[config.mk]
export PLATFORM = sky130hd
export DESIGN_NAME = fnc_node
export DESIGN_NICKNAME = d
export VERILOG_FILES = /design/src/verilog/fnc_pkg.sv /design/src/verilog/fnc_node.sv
export VERILOG_INCLUDE_DIRS = /design/src /design/src/verilog
export SDC_FILE = /design/constraint.sdc
export NUM_CORES = 1
export LEC_CHECK = 0
export ABC_AREA = 1
export BUFFER_PORTS_ARGS = -buffer_cell sky130_fd_sc_hd__buf_2
export CAP_MARGIN = 30
export CORE_ASPECT_RATIO = 1.5
export CORE_MARGIN = 2
export CORE_UTILIZATION = 49
export CTS_CLUSTER_DIAMETER = 150
export DETAILED_ROUTE_END_ITERATION = 6
export PLACE_DENSITY = 0.84
export SLEW_MARGIN = 20
export SYNTH_ARGS = -nofsm -noshare
export SYNTH_HDL_FRONTEND = slang
export SYNTH_SLANG_ARGS = --single-unit
[constraint.sdc]
create_clock -name aclk -period 1.9 [get_ports aclk]
set_input_delay 0.095 -clock aclk [delete_from_list [all_inputs] [get_ports aclk]]
set_output_delay 0.095 -clock aclk [all_outputs]
set_load 0.03 [all_outputs]
[src/verilog/fnc_regs.svh]
// register offsets, field positions, reset values and timing for the fieldbus node block
// assumes a 32-bit AXI4-Lite register bus and a 100 MHz core clock
`ifndef FNC_REGS_SVH
`define FNC_REGS_SVH

`define FNC_OFF_CONFIG   8'h00
`define FNC_OFF_STATUS   8'h04
`define FNC_OFF_MASK     8'h08
`define FNC_OFF_STATE    8'h0C

`define FNC_CFG_NODE_LSB  0
`define FNC_CFG_RATE_LSB  8
`define FNC_CFG_FMT_LSB   12
`define FNC_CFG_ORDER_LSB 16
`define FNC_CFG_SLOTS_BIT 20

`define FNC_ST_PRESENCE  0
`define FNC_ST_REJECT    1
`define FNC_ST_NET_ERR   2
`define FNC_ST_MOD_ERR   3

`define FNC_NODE_MAX     6'h3F
`define FNC_NODE_RST     6'h3F
`define FNC_RATE_RST     2'h0
`define FNC_FMT_RST      2'h1
`define FNC_ORDER_RST    2'h2
`define FNC_SLOTS_RST    1'b0
`define FNC_MASK_RST     4'h0

`define FNC_RATE_125K    2'h0
`define FNC_RATE_250K    2'h1
`define FNC_RATE_500K    2'h2
`define FNC_FMT_DIV      2'h0
`define FNC_FMT_INT      2'h1
`define FNC_FMT_FLOAT    2'h2

`define FNC_CLK_HZ       100000000
`define FNC_BPS_125K     125000
`define FNC_BPS_250K     250000
`define FNC_BPS_500K     500000
`define FNC_FLASH_HALF_MS 500

`define FNC_RESP_OKAY    2'h0
`define FNC_RESP_SLVERR  2'h2

`endif

[src/verilog/fnc_pkg.sv]
// types shared by the fieldbus node configuration and status block
// constants live in fnc_regs.svh
package fnc_pkg;

  typedef enum logic [2:0] {
    LAMP_OFF,
    LAMP_GREEN,
    LAMP_RED,
    LAMP_FLASH_GREEN,
    LAMP_FLASH_RED,
    LAMP_FLASH_ORANGE
  } fnc_lamp_t;

  typedef enum logic [2:0] {
    REG_CONFIG,
    REG_STATUS,
    REG_MASK,
    REG_STATE,
    REG_NONE
  } fnc_reg_t;

  typedef struct packed {
    logic [10:0] sync1;
    logic [10:0] sync2;
    logic [10:0] prev;
    logic [5:0]  node;
    logic [1:0]  rate;
    logic [1:0]  fmt;
    logic [1:0]  order;
    logic        two_slots;
    logic [3:0]  status;
    logic [3:0]  mask;
    logic        irq;
    logic        aw_held;
    logic [31:0] aw_addr;
    logic        w_held;
    logic [31:0] wdata;
    logic [3:0]  wstrb;
    logic        bvalid;
    logic [1:0]  bresp;
    logic        rvalid;
    logic [31:0] rdata;
    logic [1:0]  rresp;
    logic [25:0] flash_cnt;
    logic        flash;
    logic [9:0]  bit_cnt;
    logic        bit_tick;
    logic [1:0]  mod_lamp;
    logic [1:0]  net_lamp;
  } fnc_state_t;

endpackage

[src/verilog/fnc_node.sv]
// fieldbus node configuration registers, board detection and status lamp encoding
// assumes option-board and network status pins are asynchronous to aclk
`timescale 1ns/1ns
`include "fnc_regs.svh"

module fnc_node
  import fnc_pkg::*;
#(
  parameter int unsigned FLASH_HALF_CYC = `FNC_FLASH_HALF_MS * (`FNC_CLK_HZ / 1000)
)
(
  input  wire logic        aclk,
  input  wire logic        aresetn,
  input  wire logic        ce,
  input  wire logic [31:0] s_axi_awaddr,
  input  wire logic        s_axi_awvalid,
  output logic             s_axi_awready,
  input  wire logic [31:0] s_axi_wdata,
  input  wire logic [3:0]  s_axi_wstrb,
  input  wire logic        s_axi_wvalid,
  output logic             s_axi_wready,
  output logic [1:0]       s_axi_bresp,
  output logic             s_axi_bvalid,
  input  wire logic        s_axi_bready,
  input  wire logic [31:0] s_axi_araddr,
  input  wire logic        s_axi_arvalid,
  output logic             s_axi_arready,
  output logic [31:0]      s_axi_rdata,
  output logic [1:0]       s_axi_rresp,
  output logic             s_axi_rvalid,
  input  wire logic        s_axi_rready,
  input  wire logic        board_present,
  input  wire logic        board_power,
  input  wire logic        board_fault,
  input  wire logic        board_unrecov,
  input  wire logic        board_recov,
  input  wire logic        board_selftest,
  input  wire logic        net_power,
  input  wire logic        net_attached,
  input  wire logic        net_polled,
  input  wire logic        net_link_err,
  input  wire logic        net_timeout,
  output logic [1:0]       link_rate,
  output logic             link_bit_tick,
  output logic             module_health_lamp_green,
  output logic             module_health_lamp_red,
  output logic             network_health_lamp_green,
  output logic             network_health_lamp_red,
  output logic             irq
);

  fnc_state_t s;
  fnc_state_t n;

  logic        present;
  logic        brd_pwr;
  logic        brd_fault;
  logic        brd_unrec;
  logic        brd_recov;
  logic        brd_test;
  logic        nw_pwr;
  logic        nw_att;
  logic        nw_poll;
  logic        nw_link;
  logic        nw_to;
  logic        wr_go;
  logic        rd_go;
  logic        cfg_reject;
  logic        cfg_write;
  fnc_reg_t    wr_sel;
  fnc_reg_t    rd_sel;
  logic [31:0] merged;
  logic [3:0]  events;
  fnc_lamp_t   mod_mode;
  fnc_lamp_t   net_mode;

  function automatic fnc_reg_t decode(input logic [31:0] addr);
    fnc_reg_t r;
    r = REG_NONE;
    if (addr[31:8] == 24'h00_0000)
    begin
      case (addr[7:0])
        `FNC_OFF_CONFIG: r = REG_CONFIG;
        `FNC_OFF_STATUS: r = REG_STATUS;
        `FNC_OFF_MASK:   r = REG_MASK;
        `FNC_OFF_STATE:  r = REG_STATE;
        default:         r = REG_NONE;
      endcase
    end
    return r;
  endfunction

  function automatic logic [1:0] lamp_bits(input fnc_lamp_t m, input logic fl);
    logic [1:0] b;
    b = 2'h0;
    case (m)
      LAMP_OFF:          b = 2'h0;
      LAMP_GREEN:        b = 2'h1;
      LAMP_RED:          b = 2'h2;
      LAMP_FLASH_GREEN:  b = fl ? 2'h1 : 2'h0;
      LAMP_FLASH_RED:    b = fl ? 2'h2 : 2'h0;
      LAMP_FLASH_ORANGE: b = fl ? 2'h3 : 2'h0;
      default:           b = 2'h0;
    endcase
    return b;
  endfunction

  function automatic logic [9:0] bit_cycles(input logic [1:0] rate);
    logic [9:0] c;
    c = 10'(`FNC_CLK_HZ / `FNC_BPS_125K);
    case (rate)
      `FNC_RATE_250K: c = 10'(`FNC_CLK_HZ / `FNC_BPS_250K);
      `FNC_RATE_500K: c = 10'(`FNC_CLK_HZ / `FNC_BPS_500K);
      default:        c = 10'(`FNC_CLK_HZ / `FNC_BPS_125K);
    endcase
    return c;
  endfunction

  function automatic logic [31:0] cfg_word(input fnc_state_t t);
    logic [31:0] w;
    w = 32'h0000_0000;
    w[`FNC_CFG_NODE_LSB +: 6]  = t.node;
    w[`FNC_CFG_RATE_LSB +: 2]  = t.rate;
    w[`FNC_CFG_FMT_LSB +: 2]   = t.fmt;
    w[`FNC_CFG_ORDER_LSB +: 2] = t.order;
    w[`FNC_CFG_SLOTS_BIT]      = t.two_slots;
    return w;
  endfunction

  assign present   = s.sync2[0];
  assign brd_pwr   = s.sync2[1];
  assign brd_fault = s.sync2[2];
  assign brd_unrec = s.sync2[3];
  assign brd_recov = s.sync2[4];
  assign brd_test  = s.sync2[5];
  assign nw_pwr    = s.sync2[6];
  assign nw_att    = s.sync2[7];
  assign nw_poll   = s.sync2[8];
  assign nw_link   = s.sync2[9];
  assign nw_to     = s.sync2[10];

  assign s_axi_awready = !s.aw_held && !s.bvalid;
  assign s_axi_wready  = !s.w_held && !s.bvalid;
  assign s_axi_arready = !s.rvalid;
  assign wr_go  = s.aw_held && s.w_held && !s.bvalid;
  assign rd_go  = s_axi_arvalid && s_axi_arready;
  assign wr_sel = decode(s.aw_addr);
  assign rd_sel = decode(s_axi_araddr);

  always_comb
  begin
    merged = cfg_word(s);
    for (int i = 0; i < 4; i++)
    begin
      if (s.wstrb[i])
      begin
        merged[i*8 +: 8] = s.wdata[i*8 +: 8];
      end
    end
  end

  assign cfg_write  = wr_go && (wr_sel == REG_CONFIG) && present;
  assign cfg_reject = cfg_write && ((merged[`FNC_CFG_NODE_LSB +: 8] > 8'(`FNC_NODE_MAX))
                      || (merged[`FNC_CFG_RATE_LSB +: 2] == 2'h3)
                      || (merged[`FNC_CFG_FMT_LSB +: 2] == 2'h3));

  always_comb
  begin
    mod_mode = LAMP_GREEN;
    if (!brd_pwr)
      mod_mode = LAMP_OFF;
    else if (brd_unrec)
      mod_mode = LAMP_RED;
    else if (brd_test)
      mod_mode = LAMP_FLASH_ORANGE;
    else if (brd_recov)
      mod_mode = LAMP_FLASH_RED;
    else if (brd_fault)
      mod_mode = LAMP_FLASH_GREEN;
    net_mode = LAMP_OFF;
    if (!nw_pwr)
      net_mode = LAMP_OFF;
    else if (nw_link)
      net_mode = LAMP_RED;
    else if (nw_to)
      net_mode = LAMP_FLASH_RED;
    else if (nw_poll)
      net_mode = LAMP_GREEN;
    else if (nw_att)
      net_mode = LAMP_FLASH_GREEN;
  end

  assign events = {(brd_unrec | brd_recov) & ~(s.prev[3] | s.prev[4]),
                   (nw_link | nw_to) & ~(s.prev[9] | s.prev[10]),
                   cfg_reject,
                   present ^ s.prev[0]};

  always_comb
  begin
    n = s;
    n.sync1 = {net_timeout, net_link_err, net_polled, net_attached, net_power,
               board_selftest, board_recov, board_unrecov, board_fault, board_power,
               board_present};
    n.sync2 = s.sync1;
    n.prev  = s.sync2;
    // write channel: address and data taken in either order
    if (s_axi_awvalid && s_axi_awready)
    begin
      n.aw_held = 1'b1;
      n.aw_addr = s_axi_awaddr;
    end
    if (s_axi_wvalid && s_axi_wready)
    begin
      n.w_held = 1'b1;
      n.wdata  = s_axi_wdata;
      n.wstrb  = s_axi_wstrb;
    end
    if (wr_go)
    begin
      n.aw_held = 1'b0;
      n.w_held  = 1'b0;
      n.bvalid  = 1'b1;
      n.bresp   = (wr_sel == REG_NONE) ? `FNC_RESP_SLVERR : `FNC_RESP_OKAY;
      if (cfg_write && !cfg_reject)
      begin
        n.node  = merged[`FNC_CFG_NODE_LSB +: 6];
        n.rate  = merged[`FNC_CFG_RATE_LSB +: 2];
        n.fmt   = merged[`FNC_CFG_FMT_LSB +: 2];
        n.order = merged[`FNC_CFG_ORDER_LSB +: 2];
        n.two_slots = merged[`FNC_CFG_SLOTS_BIT] &&
                      (merged[`FNC_CFG_FMT_LSB +: 2] != `FNC_FMT_FLOAT);
      end
      if (wr_sel == REG_MASK && s.wstrb[0])
      begin
        n.mask = s.wdata[3:0];
      end
    end
    if (s.bvalid && s_axi_bready)
    begin
      n.bvalid = 1'b0;
    end
    // read channel; status clears on read, new events still land
    if (s.rvalid && s_axi_rready)
    begin
      n.rvalid = 1'b0;
    end
    if (rd_go)
    begin
      n.rvalid = 1'b1;
      n.rresp  = `FNC_RESP_OKAY;
      n.rdata  = 32'h0000_0000;
      case (rd_sel)
        REG_CONFIG: n.rdata = present ? cfg_word(s) : 32'h0000_0000;
        REG_STATUS: n.rdata = {28'h000_0000, s.status};
        REG_MASK:   n.rdata = {28'h000_0000, s.mask};
        REG_STATE:  n.rdata = {16'h0000, s.net_lamp, s.mod_lamp, 1'b0, s.sync2};
        default:    n.rresp = `FNC_RESP_SLVERR;
      endcase
    end
    n.status = ((rd_go && rd_sel == REG_STATUS) ? 4'h0 : s.status) | events;
    n.irq    = |(n.status & n.mask);
    // lamp flash prescaler
    if (s.flash_cnt == 26'(FLASH_HALF_CYC - 1))
    begin
      n.flash_cnt = 26'h000_0000;
      n.flash     = !s.flash;
    end
    else
    begin
      n.flash_cnt = s.flash_cnt + 26'h000_0001;
    end
    // link bit timing at the selected rate
    n.bit_tick = 1'b0;
    if (s.bit_cnt >= bit_cycles(s.rate) - 10'h001)
    begin
      n.bit_cnt  = 10'h000;
      n.bit_tick = 1'b1;
    end
    else
    begin
      n.bit_cnt = s.bit_cnt + 10'h001;
    end
    n.mod_lamp = lamp_bits(mod_mode, s.flash);
    n.net_lamp = lamp_bits(net_mode, s.flash);
  end

  always_ff @(posedge aclk)
  begin
    if (!aresetn)
    begin
      s           <= '0;
      s.node      <= `FNC_NODE_RST;
      s.rate      <= `FNC_RATE_RST;
      s.fmt       <= `FNC_FMT_RST;
      s.order     <= `FNC_ORDER_RST;
      s.two_slots <= `FNC_SLOTS_RST;
      s.mask      <= `FNC_MASK_RST;
    end
    else if (ce)
    begin
      s <= n;
    end
  end

  assign s_axi_bvalid              = s.bvalid;
  assign s_axi_bresp               = s.bresp;
  assign s_axi_rvalid              = s.rvalid;
  assign s_axi_rdata               = s.rdata;
  assign s_axi_rresp               = s.rresp;
  assign link_rate                 = s.rate;
  assign link_bit_tick             = s.bit_tick;
  assign module_health_lamp_green  = s.mod_lamp[0];
  assign module_health_lamp_red    = s.mod_lamp[1];
  assign network_health_lamp_green = s.net_lamp[0];
  assign network_health_lamp_red   = s.net_lamp[1];
  assign irq                       = s.irq;

  a_hidden_cfg: assert property (@(posedge aclk) disable iff (!aresetn || !ce)
    (wr_go && wr_sel == REG_CONFIG && !present) |=>
      $stable({s.node, s.rate, s.fmt, s.order, s.two_slots}))
    else $error("config changed while board absent");

  a_reject_keep: assert property (@(posedge aclk) disable iff (!aresetn || !ce)
    cfg_reject |=> ($stable(s.node) && s.status[`FNC_ST_REJECT]))
    else $error("refused write altered node or missed flag");

  a_rate_legal: assert property (@(posedge aclk) disable iff (!aresetn)
    (s.rate != 2'h3) && (s.fmt != 2'h3))
    else $error("illegal rate or format stored");

  a_slot_float: assert property (@(posedge aclk) disable iff (!aresetn)
    (s.fmt == `FNC_FMT_FLOAT) |-> !s.two_slots)
    else $error("two slots in float format");

  a_mod_dark: assert property (@(posedge aclk) disable iff (!aresetn || !ce)
    !brd_pwr |=> (s.mod_lamp == 2'h0))
    else $error("module lamp lit without board power");

  a_mod_unrec: assert property (@(posedge aclk) disable iff (!aresetn || !ce)
    (brd_pwr && brd_unrec) |=> (s.mod_lamp == 2'h2))
    else $error("module lamp not solid red");

  a_net_link: assert property (@(posedge aclk) disable iff (!aresetn || !ce)
    (nw_pwr && nw_link) |=> (s.net_lamp == 2'h2))
    else $error("network lamp not solid red on link error");

  a_net_green: assert property (@(posedge aclk) disable iff (!aresetn || !ce)
    (nw_pwr && !nw_link && !nw_to && nw_poll) |=> (s.net_lamp == 2'h1))
    else $error("network lamp not green while polled");

  a_flash_edge: assert property (@(posedge aclk) disable iff (!aresetn)
    $changed(s.flash) |-> (s.flash_cnt == 26'h000_0000))
    else $error("flash toggled off prescaler wrap");

endmodule

* Word level (Yosys, flattened, before mapping)
Index checks and enable logic that the tools add are counted.
Widths: inputs -> output; s select.
** Word-level totals
- Register bits after elaboration :: 205
- Input bits :: 119
- Output and inout bits :: 49
- Word-level logic and storage cells :: 158
** Operators by class
- $add $sub $neg :: 3
- Magnitude comparators :: 2
- Equal/unequal tests :: 27
- Mux-type cells :: 41
- Bitwise gates (word level) :: 11
- Reductions and logical operators :: 47
** Operators with widths (count)
- $pmux 21 s4 :: 1
- $logic_not 24->1 :: 2
- $mux 37 :: 1
- $mux 35 :: 1
- $mux 33 :: 1
- $eq 8x4->1 const B :: 4
- $mux 3 :: 10
- $add 26x1->26 const B :: 1
- $eq 26x26->1 const B :: 1
- $mux 26 :: 1
- $pmux 3 s4 :: 2
- $eq 3x2->1 const B :: 7
- $mux 21 :: 1
- $pmux 10 s2 :: 1
- $pmux 2 s5 :: 2
- $reduce_and 2->1 :: 9
- $eq 8x3->1 const B :: 2
- $logic_and 1x1->1 :: 16
- $logic_not 8->1 :: 2
- $eq 3x3->1 const B :: 5
- $mux 2 :: 7
- $mux 4 :: 3
- $add 10x1->10 const B :: 1
- $ge 10x10->1 :: 1
- 24 further kinds :: 49

* Longest topological paths before layout
- Word-level depth :: 10
- Gate-level depth with buffers :: 12
- Mapped depth without buffers :: 12

* Worst setup path before layout
OpenSTA, ideal clock, no wires.
- Path type :: register -> register
- Start :: reg s, in the netlist s_axi_bvalid
- End :: reg s[118] (netlist name)
- Setup time :: 0.064 ns
- Arrival time :: 1.781 ns
- Required time :: 1.836 ns
- Path slack :: 0.055 ns
- Cell stages (with the launch flop) :: 7
- Path buffers :: 1
- Clock period less this slack :: 1.845 ns
- Cell sequence :: dfxtp_1 nor2_1 nand3_1 inv_1 clkbuf_1 nor2_1 nor2_1
** On the way
- Longest elaborated chain between the ends :: 4
** Ends and longest elaborated chain
- start: declaration :: RTL line fnc_node.sv:52 : fnc_state_t s;
- start signal: assignment :: RTL line fnc_node.sv:301 : s <= n;
- $logic_not 1->1 :: RTL line fnc_node.sv:142 : assign s_axi_awready = !s.aw_held && !s.bvalid;
- $logic_and 1x1->1 :: RTL line fnc_node.sv:142
- net s_axi_awready :: RTL line fnc_node.sv:17 : output logic s_axi_awready,
- $logic_and 1x1->1 :: RTL line fnc_node.sv:207 : if (s_axi_awvalid && s_axi_awready)
- $reduce_and 2->1 (no source line)
The timed path passes the listed nets, and every way through them passes these cells.
A chain may end at the register's enable or synchronous reset.

* Final worst setup path
- Start :: reg s, in the netlist link_rate[0]
- End :: reg s[10] (netlist name)
** On the way
- Longest elaborated chain between the ends :: 5
- Elaborated cells on any way between the ends :: 6
- Those cells by class :: add/sub: 1; order compare: 1; eq/ne: 2; mux: 2
** Ends and longest elaborated chain
- $eq 2x2->1 or $eq 2x1->1 (tied branches) :: RTL line fnc_node.sv:111 : case (rate)
- $pmux 10 s2 (*) :: RTL line fnc_node.sv:111
- $sub 10x1->10 (*) :: RTL line fnc_node.sv:274 : if (s.bit_cnt >= bit_cycles(s.rate) - 10'h001)
- $ge 10x10->1 (*) :: RTL line fnc_node.sv:274
- $mux 10 (*) :: RTL line fnc_node.sv:274
Mark *: on every way between the ends. The rest lies on a longest branch, timed or not.

==> impl_metrics.csv <==
group,metric,value,unit
run_status,status,"finished, final reports clean",
critical_path,r2r_setup_slack,0.03,ns
critical_path,r2r-start,"link_rate[0]$_SDFFE_PN0P_",
power_and_ir_drop,p_leak,4.15,nW
sta,tns,0,ns
clocking,clk_pin_slew,0.07,ns
sta,worst_pin_slew,0.595,ns
job,maxCapViolations,0,
clocking,cts_tree,"built",
sta,finalCriticalPeriod,1.87,ns
logic_synthesis,synth_top_area_cell,"dfxtp_1",
routing,vias,7502,
sta,clock_skew,0.00932,ns
logic_synthesis,yosysSeqAreaShare,0.441,
place,post-place-ws,-0.0693,ns
sta,finalHoldViolations,0,
routing,route.detailed.drc,0,
routing,postRouteAntennaNets,0,
logic_synthesis,synth_most_common_cell,"nor2_1",
logic_synthesis,synth.avg_cell_area,7.12,um2
logic_synthesis,ys_ff_latch,165,
sta,max_freq,536,MHz
logic_synthesis,synth_edf_count,0,
critical_path,worstPathArrival,2.21,ns
finish,final_area,9660,um2
logic_synthesis,netlist_instances,1052,
routing,drtIter0Drc,519,
power_and_ir_drop,peakVddDrop,0.523,mV
min_path,worst_hold_path_type,"primary input to flop",
sta,fin_ws,0.0347,ns
clocking,clock_latency,0.42,ns
place,dp_cells,1350,
global_route,grt.total_usage,0.247,
logic_synthesis,synthesis.area,7490,um2
global_route,grt_pass1_vias,7204,
die,die_h,155,um
sta,hold_slack,0.123,ns
routing,drtPass1Iterations,6,
die,fp.coreArea,15000,um2
place,dpl-instance-area,8300,um2
min_path,hold_end,"s[16]$_SDFFE_PN0P_",
critical_path,cp-end-kind,"flop",
finish,multi_input_area,3650,um2
global_route,grt_pass1_wl,32700,um
logic_synthesis,synth_top_flop_cell,"dfxtp_1",
sta,slew_violations,0,
critical_path,ff2ff_path_depth,11,
die,start_util,0.500,
die,io_pins,168,
critical_path,cp.required,2.25,ns
sta,slew-limit-headroom,0.602,
global_route,antenna_found_initial,0,
place,port_buffers,133,
sta,rsz0062_at_grt,"yes",
finish,utilization,0.644,
clocking,ctsHtreeMaxLevel,4,
min_path,hold_start,"ce",
finish,post_route_cells_drive_above_1_share,0.192,
logic_synthesis,yosysTopAreaCellShare,0.441,
routing,wirelength,20500,um
finish,nets,1370,
die,rows,55,
critical_path,start_kind,"flop",
sta,final-setup-viol-count,0,
logic_synthesis,synth_common_cells,"nor2_1, nand2_1, dfxtp_1, o21ai_0, inv_1",
clocking,cts_buffer_depth,2,
logic_synthesis,ys_warn_count,0,
min_path,min_delay_path_depth,3,
finish,fillers,1283,
clocking,ctsRootBufferMaster,"clkbuf_16",
die,die_x,105,um
logic_synthesis,netlist-cell-type-count,40,
routing,wire_per_inst,14.1,um
power_and_ir_drop,power,7.80,mW
routing,via_per_inst,5.17,
global_route,overflow,0,
global_route,grt_start_max_net_pins,97,
finish,fin_cells,1452,
place,place_congestion,0.931,
logic_synthesis,ys_top_cells_by_area,"dfxtp_1, nor2_1, nand2_1",
finish,register_area,3310,um2
finish,syn2layout_area_growth,28.9,%
clocking,cts_buffers,17,
power_and_ir_drop,power.density,808,nW/um2
clocking,clock_sinks,165,
critical_path,worst-setup-path-type,"flop to flop",
critical_path,crit_fanout,10,
sta,finalCritPeriodShare,0.982,
critical_path,worstReg2RegEnd,"s[10]$_SDFFE_PN0P_",
place,dp_hpwl,13400,um
die,die_area,16300,um2
logic_synthesis,async_reset_ff_frac,0,
worst max path at each step:
| stage | from | end | cells after the start |
|---|---|---|---|
| 6_report | link_rate[0]$_SDFFE_PN0P_ | s[10]$_SDFFE_PN0P_ | 11 |
| 5_1_grt | s[147]$_SDFFE_PN0P_ | flop | 12 |
| 4_1_cts | link_rate[0]$_SDFFE_PN0P_ | s[10]$_SDFFE_PN0P_ | 12 |
| 3_5_place_dp | link_rate[0]$_SDFFE_PN0P_ | s[10]$_SDFFE_PN0P_ | 12 |
| 3_3_place_gp | link_rate[0]$_SDFFE_PN0P_ | s[9]$_SDFFE_PN0P_ | 12 |
| 2_1_floorplan | s_axi_bvalid$_SDFFE_PN0P_ | s[118]$_SDFFE_PN0P_ | 6 |
layout make-up:
| class | count | share of cell area |
|---|---|---|
| well taps | 199 | 0.0258 |
| clock inverters | 13 | 0.0130 |
| multi-input cells | 752 | 0.377 |
| inverters | 73 | 0.0284 |
| repair buffers | 231 | 0.168 |
| flip-flops and latches | 165 | 0.343 |
| clock buffers | 18 | 0.0444 |
| diodes | 1 | 0.000259 |
state kept, by name (all words and copies together) (netlist names), 2 cells and up, named ones only:
register     count
s              107
n               17
s_axi_rdata     18
link_rate        2
routing by layer:
metal | wire [um] | up-vias | GRT usage
met5 | 0 | - | 0
met4 | 671 | 0 | 0.114
met2 | 10400 | 281 | 0.454
li1 | - | 3760 | -
met3 | 1090 | 51 | 0.0494
met1 | 8370 | 3410 | 0.271
placed cells by master, fill, tap and decap left out, drive strengths merged, types with 5 or more instances in the layout:
cell | synthesis | routed
dfxtp | 165 | 165
a21oi | 62 | 62
xor2 | 5 | 5
dlygate4sd3 | 0 | 63
conb | 2 | 17
nor3b | 7 | 7
inv | 73 | 77
nand4 | 26 | 26
nand2 | 169 | 170
nor4 | 7 | 7
nor3 | 21 | 21
clkbuf | 30 | 18
nor2 | 245 | 245
ha | 11 | 11
buf | 48 | 168
nand3 | 49 | 49
o21ai | 105 | 105
critical path: stages (launching register included):
cell	delay, ns
dfxtp_2	0.33
inv_2	0.05
buf_4	0.13
ha_2	0.19
ha_1	0.29
nand4_1	0.10
nand3b_1	0.11
o2111ai_1	0.10
nand2_1	0.12
nand2_2	0.07
buf_12	0.15
nor3b_2	0.16
report_power, final:
part           internal [mW]  switching [mW]
Clock                   1.81            1.44
Combinational          0.362           0.479
Sequential              3.61           0.102
Total                   5.78            2.02
logic make-up (layout without fill, tap and decap cells):
| group | after synthesis | in the layout | share of synthesized area |
|---|---|---|---|
| compound gates | 185 | 185 | 0.129 |
| simple gates | 529 | 530 | 0.304 |
| fa+ha+maj | 11 | 11 | 0.0184 |
| other cells | 2 | 18 | 0.00100 |
| buf+inv | 151 | 335 | 0.0960 |
| xor+xnor | 9 | 9 | 0.0105 |
| flops | 165 | 165 | 0.441 |
timing repair:
action | CTS | global route
hold buffers | 63 | 0
endpoints found under the hold margin | 63 | 0
gates cloned | 0 | 1
pin swaps | 1 | 10
setup buffers | 0 | 6
gates resized for setup | 6 | 26
endpoints found under the setup margin | 11 | 22
Power figures use the tool's default switching activity.
